**src/logic/pps_pkg.sv**
```systemverilog
// Package of constants and types for the power and port pin block
package pps_pkg;
  // Clock rate in Hz
  localparam int unsigned CLK_HZ        = 10000000;
  // Post-enable wait before writes, in microseconds
  localparam int unsigned WAKE_WAIT_US  = 200;
  localparam int unsigned WAKE_WAIT_CYC =
    (WAKE_WAIT_US * (CLK_HZ / 1000000) < 1) ? 1 :
    WAKE_WAIT_US * (CLK_HZ / 1000000);
  // Serial frame layout: one direction bit, address, data
  localparam int unsigned ADDR_W        = 7;
  localparam int unsigned DATA_W        = 8;
  localparam int unsigned FRAME_BITS    = 1 + ADDR_W + DATA_W;
  localparam int unsigned CNT_W         = 5;
  localparam int unsigned WAIT_W        = 12;
  // Default register values after enable
  localparam logic [7:0]  CFG_DEFAULT   = 8'h00;
  // Address of the control register holding the clock output enable
  localparam logic [6:0]  CTRL_ADDR     = 7'h00;
  localparam int unsigned CLKOUT_BIT    = 0;
  // Position of the direction bit in the command field
  localparam int unsigned DIR_POS       = ADDR_W;

  typedef enum logic [1:0] {
    PWR_SHUTDOWN,
    PWR_SETTLE,
    PWR_SLEEP
  } pps_pwr_type;

  typedef struct packed {
    logic [2:0]            sd_sync;
    logic [2:0]            sck_sync;
    logic [1:0]            cs_sync;
    logic [1:0]            sdi_sync;
    logic [1:0]            rx_sync;
    logic [1:0]            rclk_sync;
    pps_pwr_type           pwr;
    logic [WAIT_W-1:0]     wait_cnt;
    logic [CNT_W-1:0]      bit_cnt;
    logic [ADDR_W:0]       cmd;
    logic [DATA_W-1:0]     wdata;
    logic [DATA_W-1:0]     rdata;
    logic [DATA_W-1:0]     ctrl;
    logic                  sdo;
    logic                  sdo_en;
    logic                  data_out;
    logic                  clk_out;
    logic                  shutdown;
    logic                  reject;
  } pps_state_type;
endpackage : pps_pkg

```
**src/logic/pps_top.sv**
```systemverilog
// Power-down, serial port select and receive pin logic
`timescale 1ns/100ps
// How it works
// - Shutdown request high means shutdown; low enables the device.
// - Each falling edge of shutdown request resets configuration to defaults.
// - Request tied low: device leaves the shutdown state it holds after reset and never returns to it.
// - Port select is active low; serial activity ignored while high.
// - One two-way data pin carries writes in and reads out, select low only.
// - Register transfers are timed by the host serial clock.
// - Demodulated received bits appear on the data output.
// - Recovered clock appears on clock output only when enabled.
// - On enable, settle for the wake wait, then enter sleep with defaults; serial port powered throughout.
module pps_top (
  // Clock and reset
  input  wire logic clk,
  input  wire logic rst_n,
  // Power control pin
  input  wire logic shutdown_request_in,
  // Serial register port
  input  wire logic port_select_n,
  input  wire logic sclk_in,
  input  wire logic sdio_in,
  output logic      sdio_out,
  output logic      sdio_oe,
  // Receiver path
  input  wire logic demod_bit_in,
  input  wire logic rec_clk_in,
  output logic      data_out,
  output logic      clk_out,
  // Status
  output logic      shutdown_out,
  output logic      write_rejected
);
  pps_pkg::pps_state_type s_r;
  pps_pkg::pps_state_type s_nxt;

  logic sck_rise;
  logic sck_fall;
  logic sd_fall;
  logic sel;
  logic [pps_pkg::ADDR_W-1:0] addr;

  // One decode for the control register, shared by write and read paths
  function automatic logic hits_ctrl(
    input logic [pps_pkg::ADDR_W-1:0] a
  );
    return a == pps_pkg::CTRL_ADDR;
  endfunction : hits_ctrl

  always_comb begin
    s_nxt = s_r;
    // Pins from outside pass two flops before use
    s_nxt.sd_sync   = {s_r.sd_sync[1:0], shutdown_request_in};
    s_nxt.sck_sync  = {s_r.sck_sync[1:0], sclk_in};
    s_nxt.cs_sync   = {s_r.cs_sync[0], port_select_n};
    s_nxt.sdi_sync  = {s_r.sdi_sync[0], sdio_in};
    s_nxt.rx_sync   = {s_r.rx_sync[0], demod_bit_in};
    s_nxt.rclk_sync = {s_r.rclk_sync[0], rec_clk_in};
    sck_rise = s_r.sck_sync[1] & ~s_r.sck_sync[2];
    sck_fall = ~s_r.sck_sync[1] & s_r.sck_sync[2];
    sd_fall  = ~s_r.sd_sync[1] & s_r.sd_sync[2];
    sel      = ~s_r.cs_sync[1];
    addr     = s_r.cmd[pps_pkg::ADDR_W-1:0];
    s_nxt.reject = 1'b0;

    unique case (s_r.pwr)
      pps_pkg::PWR_SHUTDOWN: begin
        // A falling edge or a low level on the synced pin leaves shutdown; a pin tied low after
        // reset still goes through the same enable path
        if (sd_fall || !s_r.sd_sync[2]) begin
          s_nxt.pwr      = pps_pkg::PWR_SETTLE;
          s_nxt.wait_cnt = '0;
          s_nxt.ctrl     = pps_pkg::CFG_DEFAULT;
        end
      end
      pps_pkg::PWR_SETTLE: begin
        if (s_r.wait_cnt ==
            pps_pkg::WAIT_W'(pps_pkg::WAKE_WAIT_CYC - 1)) begin
          s_nxt.pwr = pps_pkg::PWR_SLEEP;
        end else begin
          s_nxt.wait_cnt = s_r.wait_cnt + 1'b1;
        end
      end
      pps_pkg::PWR_SLEEP: ;
    endcase
    if (sd_fall) begin
      s_nxt.ctrl     = pps_pkg::CFG_DEFAULT;
      s_nxt.pwr      = pps_pkg::PWR_SETTLE;
      s_nxt.wait_cnt = '0;
    end
    if (s_r.sd_sync[1]) begin
      s_nxt.pwr  = pps_pkg::PWR_SHUTDOWN;
      s_nxt.ctrl = pps_pkg::CFG_DEFAULT;
    end

    // Serial port: no access in shutdown
    if (!sel || s_r.pwr == pps_pkg::PWR_SHUTDOWN) begin
      s_nxt.bit_cnt = '0;
      s_nxt.sdo_en  = 1'b0;
    end else begin
      if (sck_rise &&
          s_r.bit_cnt < pps_pkg::CNT_W'(pps_pkg::FRAME_BITS)) begin
        if (s_r.bit_cnt <= pps_pkg::CNT_W'(pps_pkg::ADDR_W)) begin
          s_nxt.cmd = {s_r.cmd[pps_pkg::ADDR_W-1:0], s_r.sdi_sync[1]};
        end else begin
          s_nxt.wdata = {s_r.wdata[pps_pkg::DATA_W-2:0], s_r.sdi_sync[1]};
        end
        s_nxt.bit_cnt = s_r.bit_cnt + 1'b1;
        // Last bit of a write frame commits the data
        if (s_r.bit_cnt == pps_pkg::CNT_W'(pps_pkg::FRAME_BITS - 1) &&
            !s_r.cmd[pps_pkg::DIR_POS]) begin
          if (s_r.pwr != pps_pkg::PWR_SLEEP) begin
            s_nxt.reject = 1'b1;
          end else if (hits_ctrl(addr)) begin
            s_nxt.ctrl = {s_r.wdata[pps_pkg::DATA_W-2:0], s_r.sdi_sync[1]};
          end
        end
      end
      // Read data goes out on falling clock after the command field
      if (sck_fall && s_r.cmd[pps_pkg::DIR_POS] &&
          s_r.bit_cnt >= pps_pkg::CNT_W'(pps_pkg::ADDR_W + 1)) begin
        if (s_r.bit_cnt == pps_pkg::CNT_W'(pps_pkg::ADDR_W + 1)) begin
          // Unmapped addresses read as zero rather than floating
          s_nxt.rdata  = hits_ctrl(addr) ? s_r.ctrl : '0;
          s_nxt.sdo    = hits_ctrl(addr) ?
                         s_r.ctrl[pps_pkg::DATA_W-1] : 1'b0;
          s_nxt.sdo_en = 1'b1;
        end else begin
          s_nxt.rdata = {s_r.rdata[pps_pkg::DATA_W-2:0], 1'b0};
          s_nxt.sdo   = s_r.rdata[pps_pkg::DATA_W-2];
        end
      end
    end

    // Receiver outputs held quiet unless powered
    s_nxt.data_out = (s_r.pwr == pps_pkg::PWR_SHUTDOWN) ?
                     1'b0 : s_r.rx_sync[1];
    s_nxt.clk_out  = (s_r.pwr != pps_pkg::PWR_SHUTDOWN) &&
                     s_r.ctrl[pps_pkg::CLKOUT_BIT] &&
                     s_r.rclk_sync[1];
    s_nxt.shutdown = (s_r.pwr == pps_pkg::PWR_SHUTDOWN);
  end

  always_ff @(posedge clk or negedge rst_n) begin
    if (!rst_n) begin
      s_r          <= '0;
      s_r.pwr      <= pps_pkg::PWR_SHUTDOWN;
      s_r.sd_sync  <= 3'h7;
      s_r.cs_sync  <= 2'h3;
      s_r.ctrl     <= pps_pkg::CFG_DEFAULT;
      s_r.shutdown <= 1'b1;
    end else begin
      s_r <= s_nxt;
    end
  end

  assign sdio_out       = s_r.sdo;
  assign sdio_oe        = s_r.sdo_en;
  assign data_out       = s_r.data_out;
  assign clk_out        = s_r.clk_out;
  assign shutdown_out   = s_r.shutdown;
  assign write_rejected = s_r.reject;
endmodule : pps_top

```
**config.mk**
```make
export PLATFORM = sky130hd
export DESIGN_NAME = pps_top
export DESIGN_NICKNAME = d
export VERILOG_FILES = /design/src/logic/pps_pkg.sv /design/src/logic/pps_top.sv
export SDC_FILE = /design/constraint.sdc
export NUM_CORES = 1
export LEC_CHECK = 0
export ABC_AREA = 0
export ABC_CLOCK_PERIOD_IN_PS = 2200
export CAP_MARGIN = 10
export CORE_MARGIN = 1
export CORE_UTILIZATION = 34
export DETAILED_ROUTE_END_ITERATION = 8
export DONT_BUFFER_PORTS = 1
export PLACE_DENSITY = 0.48
export SETUP_SLACK_MARGIN = 0.3
export SYNTH_ARGS = -nofsm -noshare
export SYNTH_HDL_FRONTEND = slang
export SYNTH_SLANG_ARGS = --single-unit
```
**constraint.sdc**
```tcl
create_clock -name clk -period 2.2 [get_ports clk]
set_input_delay 0.33 -clock clk [delete_from_list [all_inputs] [get_ports clk]]
set_output_delay 0.33 -clock clk [all_outputs]
set_load 0.01 [all_outputs]
```
---- Yosys cells after proc, flatten, opt, wreduce, memory -nomap -nowiden ----
Index checks and enable logic that the tools add are counted.
storage, ports and cells
  register bits ........................... 71
  output and inout bits ................... 6
  word-level logic and storage cells ...... 96
cells by class
  add/subtract/negate cells ............... 2
  $lt $le $gt $ge ......................... 3
  equal/unequal tests ..................... 9
  muxes and demuxes ....................... 31
  bitwise logic cells ..................... 8
  reduce and logical (&&, ||, !) cells .... 24
operators with widths
  kind                                                                               count
  8-bit 2-to-1 mux                                                                   12
  14-bit 2-to-1 mux                                                                  2
  14-bit case mux with 2 select lines                                                1
  21-bit 2-to-1 mux                                                                  1
  12-bit by 1-bit adder with 12-bit output (second input constant)                   1
  12-bit by 11-bit equality test with 1-bit output (second input constant)           1
  12-bit 2-to-1 mux                                                                  1
  3-bit AND reduction                                                                4
  5-bit by 4-bit equality test with 1-bit output (second input constant)             2
  1-bit 2-to-1 mux                                                                   9
  9-bit 2-to-1 mux                                                                   1
  2-bit nonzero test                                                                 4
  7-bit zero test                                                                    1
  1-bit logical AND                                                                  6
  2-bit 2-to-1 mux                                                                   3
  5-bit by 1-bit adder with 5-bit output (second input constant)                     1
  5-bit by 4-bit >= comparator with 1-bit output (second input constant)             1
  5-bit by 3-bit less-or-equal comparator with 1-bit output (second input constant)  1
  5-bit less-than comparator (second input constant)                                 1
  5-bit 2-to-1 mux                                                                   1
  1-bit inverter                                                                     5
  4-bit by 2-bit != test with 1-bit output (second input constant)                   1
  4-bit != test (second input constant)                                              1
  2-bit AND reduction                                                                2
  10 further kinds                                                                   14

---- Depth between registers and ports, before layout ----
Gate-level depths: netlist of the first run.
  depth after elaboration ................. 12
  depth in mapped cells ................... 7
  mapped depth without buffers ............ 6

---- Worst setup path after synthesis of the first run ----
No wires, ideal clock.
  kind .................................... register to register
  from .................................... reg s_r[38] in the netlist's numbering
  to ...................................... reg s_r[6] in the netlist's numbering
  setup time .............................. 0.125 ns
  data arrival time ....................... 1.689 ns
  required time ........................... 2.075 ns
  slack ................................... 0.386 ns
  stages on the path, launching flop included .. 7
  cells stage by stage .................... dfrtp_1 ha_1 and3_1 ha_1 nand3b_1 nor3_4 mux2_4
RTL lines
  what                      RTL line        RTL
  start: declaration        pps_top.sv:34   pps_pkg::pps_state_type s_r;
  start signal: assignment  pps_top.sv:153  s_r <= s_nxt;

==> metrics.md, run 1 <==
| Metric | Value |
|---|---|
| Clock tree from TritonCTS | yes |
| Most common flop cell mapped by yosys | sky130_fd_sc_hd__dfrtp_1 |
| Kind of launch point of the worst setup path | register |
| Number of clock sinks | 69 |
| HPWL after DPL | 3460 µm |
| DRT Pass-1 Iters | 4 |
| Die extent in x | 94.6 µm |
| Post-route antenna net violation count | 0 |
| Sum of routed wire length over all layers | 5120 µm |
| Reg2reg setup slack | 0.43 ns |
| DRC violation total after the first TritonRoute iteration | 86 |
| Average cell area after synthesis | 11.7 µm² |
| WL/cell | 13.6 µm |
| Biggest area contributors in the synthesized netlist | sky130_fd_sc_hd__dfrtp_1 (54%), sky130_fd_sc_hd__mux2_2 (5.8%), sky130_fd_sc_hd__dfstp_2 (5.4%) |
| Global-route total usage across every layer | 13.0% |
| Clk root buf | sky130_fd_sc_hd__clkbuf_8 |
| Fin Setup TNS | 0 ns |
| Register bit count reported by yosys | 69 |
| Slew of the pin with the lowest slew margin | 0.586 ns |
| Area of all placed cells without fillers | 3350 µm² |
| Most used cells in the layout excluding fill and tap cells | sky130_fd_sc_hd__dfrtp_1 (63), sky130_fd_sc_hd__nor2_1 (26), sky130_fd_sc_hd__nand2_1 (15), sky130_fd_sc_hd__mux2_2 (15), sky130_fd_sc_hd__inv_1 (14) |
| Reg-to-reg critical path endpoint | s_r[12] |
| Result of the run | finished, violations left |
| Remaining Overflow, GRT | 0 |
| Share of final-layout standard cells stronger than drive strength 1 | 18.5% |
| Relative slew slack | 60.7% |
| Worst clock skew | 0.00817 ns |
| Proportion of power drawn by the clock network | 43.0% |
| Clock slew at reported path FFs | 0.08 ns |
| Cell area after technology mapping | 2910 µm² |
| Sw Ratio | 22.1% |
| Final max-slew violation count | 0 |
| Top cell type's share of synthesized area | 54.1% |
| Worst hold slack | -0.316 ns |
| Wire length of the first global-routing pass | 8720 µm |
| Vertical die dimension | 94.6 µm |
| Path type of the worst min-delay path | input port to async pin |
| Sequential share of power | 51.8% |
| Leakage power figure | 0.00149 µW |
| Maximum vdd drop | 0.000571 V |
| Violated checks | hold timing |
| Placed Area | 3050 µm² |
| # rows | 33 |
| Distinct cells, synth | 45 |
| Fill cells | 801 |
| Internal power | 2070 µW |
| Cell type with the highest aggregate area in the netlist | sky130_fd_sc_hd__dfrtp_1 |
| Element type at the critical path end | register |
| Number of buffer cells added on primary ports | 0 |
| Remaining routing DRC violations | 0 |
| Vias after detailed routing | 1,845 |
| Post-Syn Nets | 262 |
| Sequential element share of the synthesized area | 59.5% |
| Via-per-instance ratio | 4.91 |
| Number of antenna violations at the first check in global routing | 0 |
| Number of flops mapped to enable cells by yosys | 0 |
| CP required | 2.46 ns |
| Die footprint | 8940 µm² |
| Count of yosys warnings during synthesis | 0 |
| Max FO, Critical Path | 7 |
| Maximum root-to-sink buffer count | 2 |
| Final setup violation count | 0 |
| Final-stage net count | 278 |
| Kind of critical path | register to register |
| WP data arrival | 2.03 ns |
| Commonest non-fill, non-tap cell in the layout | sky130_fd_sc_hd__dfrtp_1 |
| Antenna cells | 0 |
| Switching Power | 588 µW |
| Number of global-route vias before repair | 1,834 |
| Power share of the combinational group | 5.2% |
| I/O pin total | 14 |
| Total number of H-tree levels | 3 |
| Time the final worst path needs with I/O delays and setup | 1.77 ns |
| Period Utilization, post-route | 80.5% |
| Clock buffer count from CTS | 9 |
| Number of cells on the worst reg-to-reg path | 7 |
| Source-to-sink clock delay at the later pin of the worst-skew pair | 0.34 ns |
| Starting utilization of the core area | 35.3% |
| Start of the worst register-to-register path | s_r[38] |
| Area delta synth->final | 15.2% |
| Number of failing hold endpoints at the final stage | 69 |
| Number of instances in the synthesized netlist | 250 |
| Largest net degree at the start of global routing | 70 |
| Async SR Flop Fraction | 100% |
| Placer's final routability congestion estimate | 0.730 |
| Max Clk Rate | 565 MHz |
| Area of the placeable core | 8260 µm² |
| Number of max-cap violations | 0 |
| Setup repair after global routing missed its margin | false |
| Cell Pwr Density | 793 nW/µm² |
## sequential cells by signal, summed over array words and instances (netlist names)
name            flops
addr                7
clk_out             1
data_out            1
s_nxt               8
s_r                48
sdio_oe             1
sdio_out            1
shutdown_out        1
write_rejected      1
## Yosys cell counts (3+ instances only)
cell type,n
sky130_fd_sc_hd__ha_1,4
sky130_fd_sc_hd__dfrtp_1,63
sky130_fd_sc_hd__nand2_1,15
sky130_fd_sc_hd__and3_1,4
sky130_fd_sc_hd__nor4_1,3
sky130_fd_sc_hd__a22oi_1,7
sky130_fd_sc_hd__nand3_1,6
sky130_fd_sc_hd__a21oi_1,13
sky130_fd_sc_hd__a21o_1,3
sky130_fd_sc_hd__mux2_2,15
sky130_fd_sc_hd__nor3_1,5
sky130_fd_sc_hd__mux2i_1,7
sky130_fd_sc_hd__dfstp_2,6
sky130_fd_sc_hd__inv_1,14
sky130_fd_sc_hd__nor2b_1,4
sky130_fd_sc_hd__nor2_1,26
sky130_fd_sc_hd__o21ai_0,11
sky130_fd_sc_hd__a22o_1,5
sky130_fd_sc_hd__clkbuf_1,3
## worst max-delay path: stages (launching register included)
cell	delay [ns]
sky130_fd_sc_hd__dfrtp_1	0.42
sky130_fd_sc_hd__ha_1	0.19
sky130_fd_sc_hd__and3_1	0.17
sky130_fd_sc_hd__ha_1	0.16
sky130_fd_sc_hd__nand3b_1	0.12
sky130_fd_sc_hd__nor3_4	0.24
sky130_fd_sc_hd__buf_4	0.22
sky130_fd_sc_hd__mux2i_1	0.19
## metrics by stage
stage / hold WS [ns] / instances / util [%] / total power (µW) / worst slack (ns)
global placement: 0.0379 / 354 / 37.0 / 1520 / 0.420
detailed placement: 0.0386 / 354 / 37.0 / 1520 / 0.453
floorplan: 0.0344 / 250 / - / 1480 / 0.386
global route: -0.351 / 376 / 40.6 / 2780 / 0.293
CTS: -0.343 / 374 / 40.2 / 2690 / 0.421
finish: -0.316 / 376 / 40.6 / 2660 / 0.430
## worst max-delay path by stage
stage            start      end  slack [ns]
2_1_floorplan  s_r[38]   s_r[6]        0.39
3_3_place_gp   addr[2]  s_r[13]        0.42
3_5_place_dp   s_r[38]   s_r[7]        0.45
4_1_cts        addr[2]   s_r[7]        0.42
5_1_grt        s_r[38]  s_r[15]        0.29
6_report       s_r[38]  s_r[12]        0.43
## logic make-up (layout without fill, tap and decap cells)
kind of cell	count (synthesis)	in the layout	synth area share [%]
buffers and inverters	19	40	2.53
flip-flops	69	69	59.5
adder cells (fa/ha/maj)	4	4	1.72
multiplexers	23	23	8.72
XOR/XNOR	3	3	0.902
AND/OR/NAND/NOR	83	83	15.6
AO/OA/AOI/OAI	49	49	11.0
## power groups by stage
stage / sequential [µW] / combinational [µW] / clock [µW]
after global placement: 1400 / 127 / 0
after global routing: 1390 / 156 / 1240
after detailed placement: 1400 / 126 / 0
final: 1380 / 139 / 1140
after floorplan: 1380 / 99.9 / 0
after CTS: 1370 / 132 / 1180
## repair_timing
action | in CTS | in global routing
hold endpoints to repair | 73 | 71
resized for setup | 0 | 3
setup endpoints to repair | 0 | 13
buffers inserted | 0 | 0
hold buffers | 4 | 2
## layout make-up
cell class | instances | area (µm²) | share of cell area [%]
inverter | 14 | 52.6 | 1.57
tap | 105 | 131 | 3.92
sequential | 69 | 1730 | 51.7
timing repair buffer | 10 | 90.1 | 2.69
clock buffer | 10 | 138 | 4.10
multi-input combinational | 162 | 1120 | 33.5
clock inverter | 6 | 86.3 | 2.57
## layer usage
layer,vias to the layer above,global-route usage [%],share of wire (%)
met5,-,0,0
met1,901,16.1,49
li1,911,-,-
met2,24,20.9,47
met3,9,3.86,2.8
met4,0,6.06,1.9
Note: power is estimated with default switching activity, not from simulation.
==> inputs of run 2 (changes only) <==
Settings changed: ABC_CLOCK_PERIOD_IN_PS 2200 to 1700.
Clock period 2.2 ns to 1.7 ns, I/O delays scaled along.
==> run 2 against run 1 <==
  * Final cell count up 6.9%
  * The run still ends with hold timing left
  * Critical path depth down 1
  * Largest cell class unchanged
  * Non-clock buffer count up 26
==> metrics.md, run 2 (synthesis gave the netlist of run 1 again) <==
| Metric | Value |
|---|---|
| Result of the run | finished, violations left |
| Violated checks | hold timing |
| Detail Route met3 WL | 178 µm (+26%) |
| Setup repair after global routing missed its margin | true |
| Number of failing hold endpoints at the final stage | 69 (unchanged) |
| Post-route antenna net violation count | 0 (unchanged) |
| Area delta synth->final | 34.7% |
| Max Clk Rate | 612 MHz (+8.3%) |
| Reg-to-reg critical path endpoint | s_r[13] |
| Clock slew at reported path FFs | 0.08 ns (about the same) |
| WP data arrival | 1.88 ns (-0.15 ns) |
| Detailed-route wire length on metal 1 | 2760 µm (+11%) |
| Wire length of the first global-routing pass | 9760 µm (+12%) |
| Vertical die dimension | 94.6 µm (unchanged) |
| HPWL after DPL | 3570 µm (+3.2%) |
| Number of clock sinks | 69 (unchanged) |
| Period Utilization, post-route | 96.1% (+16 points) |
| Time the final worst path needs with I/O delays and setup | 1.63 ns (-0.136 ns) |
| Remaining routing DRC violations | 0 (unchanged) |
| Highest-delay cell along the critical path | sky130_fd_sc_hd__dfrtp_1 |
| Start point of the critical path | addr[5] |
| Final-stage net count | 304 (+9.4%) |
| WL/cell | 15.0 µm (+10%) |
| Source-to-sink clock delay at the later pin of the worst-skew pair | 0.34 ns (about the same) |
| Number of cells on the worst reg-to-reg path | 6 (-1) |
| Antenna cells | 0 (unchanged) |
| Via-per-instance ratio | 5.00 (+1.8%) |
| Global-route total usage across every layer | 14.5% (+1.5 points) |
| Number of buffer cells added on primary ports | 0 (unchanged) |
| Kind of launch point of the worst setup path | register |
| Placer's final routability congestion estimate | 0.772 (+5.7%) |
| Die extent in x | 94.6 µm (unchanged) |
| Number of max-cap violations | 0 (unchanged) |
| Cell Pwr Density | 954 nW/µm² (+20%) |
| DRT Pass-1 Iters | 4 (unchanged) |
| Worst clock skew | 0.0125 ns (+0.00431 ns) |
| Final setup violation count | 0 (unchanged) |
| Sequential cell area | 1740 µm² (+0.29%) |
| Number of global-route vias before repair | 2,045 (+12%) |
| Path type of the worst min-delay path | input port to async pin |
| Slowest Stage Delay on Critical Path | 0.40 ns (-0.02 ns) |
| Max FO, Critical Path | 7 (unchanged) |
| Clock buffer count from CTS | 9 (unchanged) |
| Commonest non-fill, non-tap cell in the layout | sky130_fd_sc_hd__dfrtp_1 |
| DRC violation total after the first TritonRoute iteration | 70 (-19%) |
| Kind of critical path | register to register |
| Number of hold buffers added after cts | 6 (+2) |
| Number of standard cells in the layout, taps in and fillers out | 402 (+6.9%) |
| Clk root buf | sky130_fd_sc_hd__clkbuf_8 |
| Reg2reg setup slack | 0.07 ns (-0.36 ns) |
| Largest net degree at the start of global routing | 70 (unchanged) |
| CP required | 1.95 ns (-0.51 ns) |
| Remaining Overflow, GRT | 0 (unchanged) |
| Most used cells in the layout excluding fill and tap cells | sky130_fd_sc_hd__dfrtp_1 (59), sky130_fd_sc_hd__nor2_1 (24), sky130_fd_sc_hd__buf_4 (22) |
| Overall power | 3740 µW (+41%) |
| Clock tree from TritonCTS | yes |
| Fin Setup TNS | 0 ns (unchanged) |
| Leakage power figure | 0.00172 µW (+15%) |
| Total instance count after detailed placement | 363 (+2.5%) |
| Die footprint | 8940 µm² (unchanged) |
| Final max-slew violation count | 0 (unchanged) |
| Sum of routed wire length over all layers | 6030 µm (+18%) |
| Element type at the critical path end | register |
| Area of the placeable core | 8260 µm² (unchanged) |
| Number of antenna violations at the first check in global routing | 0 (unchanged) |
| Met2 wire length | 3020 µm (+26%) |
| Top layer in use | met4 |
| Worst hold slack | -0.392 ns (-0.0763 ns) |
| Maximum vdd drop | 0.000732 V (+28%) |
| Vias after detailed routing | 2,008 (+8.8%) |
| Number of flip-flops under the largest register name | 48 (unchanged) |
| Starting utilization of the core area | 35.3% (unchanged) |
| Relative slew slack | 76.1% (+15 points) |
| Sequence of cells on the critical path | nor4_1 > buf_4 > nand2_1 > nor3_4 > buf_6 > mux2i_1 |
| Total number of H-tree levels | 3 (unchanged) |
| Fill cells | 729 (-9.0%) |
| Share of final-layout standard cells stronger than drive strength 1 | 39.1% (+21 points) |
| Maximum root-to-sink buffer count | 2 (unchanged) |
| Slew of the pin with the lowest slew margin | 0.357 ns (-0.230 ns) |
| # rows | 33 (unchanged) |
| Total area of multi-input combinational cells | 1440 µm² (+28%) |
| Register with the most flip-flops | s_r |
| Start of the worst register-to-register path | addr[5] |
| I/O pin total | 14 (unchanged) |
run 2: cell count changes in the layout (fill, tap and decap cells not counted), moves of 7 or more:
cell | before | now
sky130_fd_sc_hd__mux2_4 | 1 | 16
sky130_fd_sc_hd__buf_4 | 4 | 22
sky130_fd_sc_hd__o21ai_0 | 11 | 4
sky130_fd_sc_hd__a22oi_1 | 7 | 0
sky130_fd_sc_hd__buf_6 | 0 | 8
sky130_fd_sc_hd__mux2_2 | 15 | 0
sky130_fd_sc_hd__a22oi_2 | 0 | 7
run 2: cell type report:
| type | count | share of cell area (%) |
|---|---|---|
| Tap cell | 105 | 3.35 |
| Inverter | 14 | 1.34 |
| Timing Repair Buffer | 36 | 8.04 |
| Sequential cell | 69 | 44.3 |
| Multi-Input combinational cell | 162 | 36.6 |
| Clock buffer | 11 | 3.60 |
| Clock inverter | 5 | 2.74 |
run 2: what timing repair did:
action / in CTS / in global routing
setup buffers: 9 / 6
endpoints found under the setup margin: 43 / 48
cloned: 0 / 2
resized for setup: 35 / 56
pin swaps: 12 / 18
endpoints found under the hold margin: 75 / 69
run 2: through the flow:
| step | setup WS, ns | utilization, % | instance area [µm²] |
|---|---|---|---|
| global route | -0.0396 | 47.5 | 3920 |
| global placement | -0.0223 | 37.9 | 3130 |
| CTS | 0.0614 | 44.2 | 3650 |
| floorplan | -0.0434 | - | 2920 |
| detailed placement | -0.0171 | 37.9 | 3130 |
| finish | 0.0662 | 47.5 | 3920 |
run 2: where the power goes:
part | switching (µW) | total, µW | internal (µW)
logic | 123 | 308 | 185
registers | 60.0 | 1780 | 1720
clock network | 634 | 1660 | 1020
total | 817 | 3740 | 2930
run 2: routing by layer:
layer / GRT usage [%] / vias to the layer above
li1: - / 970
met1: 18.3 / 1010
met2: 23.1 / 23
met3: 5.15 / 5
met4: 4.92 / 0
met5: 0 / -
run 2: how the worst max path moves through the flow:
stage | slack, ns | cells past startpoint | end
after floorplan | -0.04 | 6 | s_r[6]
final | 0.07 | 6 | s_r[13]
after detailed placement | -0.02 | 6 | s_r[18]
after global placement | -0.02 | 6 | s_r[20]
after CTS | 0.06 | 7 | sdio_out
after global routing | -0.04 | 7 | s_r[9]
run 2: critical path, delay by kind of cell, from the launching register on:
| family | cells | cell delay (ns) |
|---|---|---|
| and+or+nand+nor | 3 | 0.62 |
| DFF | 1 | 0.40 |
| muxes | 1 | 0.18 |
| buffers and inverters | 2 | 0.35 |
==> inputs of run 3 (changes only) <==
Settings changed: CELL_PAD_IN_SITES_DETAIL_PLACEMENT from default to 1, CELL_PAD_IN_SITES_GLOBAL_PLACEMENT from default to 2, PLACE_DENSITY 0.48 to 0.64.
==> run 3 against run 2 <==
  * The flow still finishes with violations (hold timing)
  * Fmax shrank 0.76%
  * Sequential cell count is the same
  * Global-route usage grew 1.3 points
  * Critical path depth grew 1
  * Via count grew 3.8%
  * Hold slack gained 0.0015 ns
  * Worst setup slack lost 0.012 ns
  * Critical path type unchanged
  * Highest routed layer unchanged
==> metrics.md, run 3 (synthesis gave the netlist of run 1 again) <==
| Metric | Value |
|---|---|
| Result of the run | finished, violations left |
| Violated checks | hold timing |
| Share of final-layout standard cells stronger than drive strength 1 | 40.2% (+1.1 points) |
| Largest net degree at the start of global routing | 70 (unchanged) |
| Cell Pwr Density | 887 nW/µm² (-7.1%) |
| Source-to-sink clock delay at the later pin of the worst-skew pair | 0.33 ns (about the same) |
| Global-route total usage across every layer | 15.8% (+1.3 points) |
| Remaining routing DRC violations | 0 (unchanged) |
| Worst clock skew | 0.00911 ns (-0.00337 ns) |
| Reg2reg setup slack | 0.05 ns (about the same) |
| Number of max-cap violations | 0 (unchanged) |
| # rows | 33 (unchanged) |
| Sequential cell area | 1740 µm² (+0.14%) |
| DRC violation total after the first TritonRoute iteration | 56 (-20%) |
| Max Clk Rate | 607 MHz (-0.76%) |
| Area delta synth->final | 32.2% |
| Die footprint | 8940 µm² (unchanged) |
| HPWL after DPL | 4150 µm (+16%) |
| Placer's final routability congestion estimate | 0.707 (-8.4%) |
| Clock slew at reported path FFs | 0.07 ns (about the same) |
| WL/cell | 16.1 µm (+7.7%) |
| Total area of multi-input combinational cells | 1390 µm² (-3.4%) |
| Number of antenna violations at the first check in global routing | 0 (unchanged) |
| Leakage power figure | 0.00171 µW (-0.50%) |
| Number of flip-flops under the largest register name | 48 (unchanged) |
| Commonest non-fill, non-tap cell in the layout | sky130_fd_sc_hd__dfrtp_1 |
| Total number of H-tree levels | 3 (unchanged) |
| CP required | 1.95 ns (about the same) |
| Starting utilization of the core area | 35.3% (unchanged) |
| I/O pin total | 14 (unchanged) |
| Post-layout utilization of the core | 46.6% (-0.88 points) |
| Crit path buffers/inverters | 1 (-1) |
| Clock buffer count from CTS | 9 (unchanged) |
| Number of failing hold endpoints at the final stage | 69 (unchanged) |
| Sum of routed wire length over all layers | 6560 µm (+8.8%) |
| Number of buffer cells added on primary ports | 0 (unchanged) |
| Vias after detailed routing | 2,085 (+3.8%) |
| Clock tree from TritonCTS | yes |
| Worst hold slack | -0.391 ns (+0.00148 ns) |
| Register with the most flip-flops | s_r |
| Post-route antenna net violation count | 0 (unchanged) |
| Relative slew slack | 76.2% (+0.079 points) |
| Maximum root-to-sink buffer count | 2 (unchanged) |
| Maximum vdd drop | 0.000441 V (-40%) |
| Element type at the critical path end | register |
| Number of hold buffers added after cts | 6 (unchanged) |
| Clk root buf | sky130_fd_sc_hd__clkbuf_8 |
| Family of cells with the greatest summed delay on the critical path | simple AND/OR/NAND/NOR gates |
| Wire length of the first global-routing pass | 10,700 µm (+9.6%) |
| Final-stage net count | 308 (+1.3%) |
| Remaining Overflow, GRT | 0 (unchanged) |
| DRT Pass-1 Iters | 4 (unchanged) |
| Path type of the worst min-delay path | input port to async pin |
| Antenna cells | 0 (unchanged) |
| Most used cells in the layout excluding fill and tap cells | sky130_fd_sc_hd__dfrtp_1 (57), sky130_fd_sc_hd__buf_4 (24), sky130_fd_sc_hd__nor2_1 (20) |
| Slew of the pin with the lowest slew margin | 0.356 ns (-0.00118 ns) |
| Fill cells | 892 (+22%) |
| Kind of launch point of the worst setup path | register |
| Period Utilization, post-route | 96.8% (+0.73 points) |
| Via-per-instance ratio | 5.14 (+2.8%) |
| Final max-slew violation count | 0 (unchanged) |
| Fin Setup TNS | 0 ns (unchanged) |
| Max FO, Critical Path | 7 (unchanged) |
| Highest-delay cell along the critical path | sky130_fd_sc_hd__dfrtp_1 |
| Setup repair after global routing missed its margin | true |
| Vertical die dimension | 94.6 µm (unchanged) |
| Number of clock sinks | 69 (unchanged) |
| Time the final worst path needs with I/O delays and setup | 1.65 ns (+0.0125 ns) |
| Sequence of cells on the critical path | ha_2 > and3_4 > ha_4 > nand3b_1 > nor3_4 > buf_6 > mux2i_1 |
| Area of the placeable core | 8260 µm² (unchanged) |
| Final setup violation count | 0 (unchanged) |
| Die extent in x | 94.6 µm (unchanged) |
| WP data arrival | 1.90 ns (+0.02 ns) |
| Number of global-route vias before repair | 2,191 (+7.1%) |
| Kind of critical path | register to register |
| Slowest Stage Delay on Critical Path | 0.39 ns (about the same) |
[run 3: where the power goes]
group	internal [µW]	switching (µW)	total (µW)
Sequential	1720	68.5	1790
Clock	708	596	1300
Combinational	196	125	320
[run 3: per-layer routing]
layer,track usage [%],vias to the layer above,share of wire (%),routed length [µm]
li1,-,976,-,-
met1,20.1,1079,46,3040
met2,26.4,16,50,3250
met3,2.90,14,1.6,108
met4,6.82,0,2.3,151
met5,0,-,0,0
[run 3: layout make-up]
cell class | count | share of cell area (%)
clock buffers | 11 | 3.67
clock inverters | 5 | 1.30
inverters | 14 | 1.36
multi-input cells | 162 | 36.0
flip-flops and latches | 69 | 45.2
well taps | 105 | 3.41
repair buffers | 40 | 9.00
[run 3: through the flow]
stage | cell area (µm²) | power (µW) | cells | setup slack [ns] | hold slack (ns)
final | 3850 | 3420 | 406 | 0.0537 | -0.391
after global routing | 3850 | 3570 | 406 | -0.0708 | -0.417
after CTS | 3560 | 3390 | 397 | 0.0470 | -0.413
after detailed placement | 3130 | 2000 | 363 | -0.0352 | -0.0375
after floorplan | 2920 | 1920 | 250 | -0.0434 | -0.0406
after global placement | 3130 | 2000 | 363 | -0.0309 | -0.0383
[run 3: what timing repair did]
item	CTS	global route
gates cloned	1	1
buffers inserted	11	8
pin swaps	5	20
resized for setup	23	58
endpoints found under the setup margin	46	51
endpoints found under the hold margin	75	69
[run 3: worst paths after layout]
path | start | end | cells after the start
worst max-delay path | s_r[38] | s_r[9] | 7
max in group asynchronous | rst_n | shutdown_out | 0
worst min-delay path | rst_n | s_r[50] | 0
worst min register to register | s_nxt[62] | s_r[62] | 0
min in group clk | s_nxt[62] | s_r[62] | 0
worst max register to register | s_r[38] | s_r[9] | 7
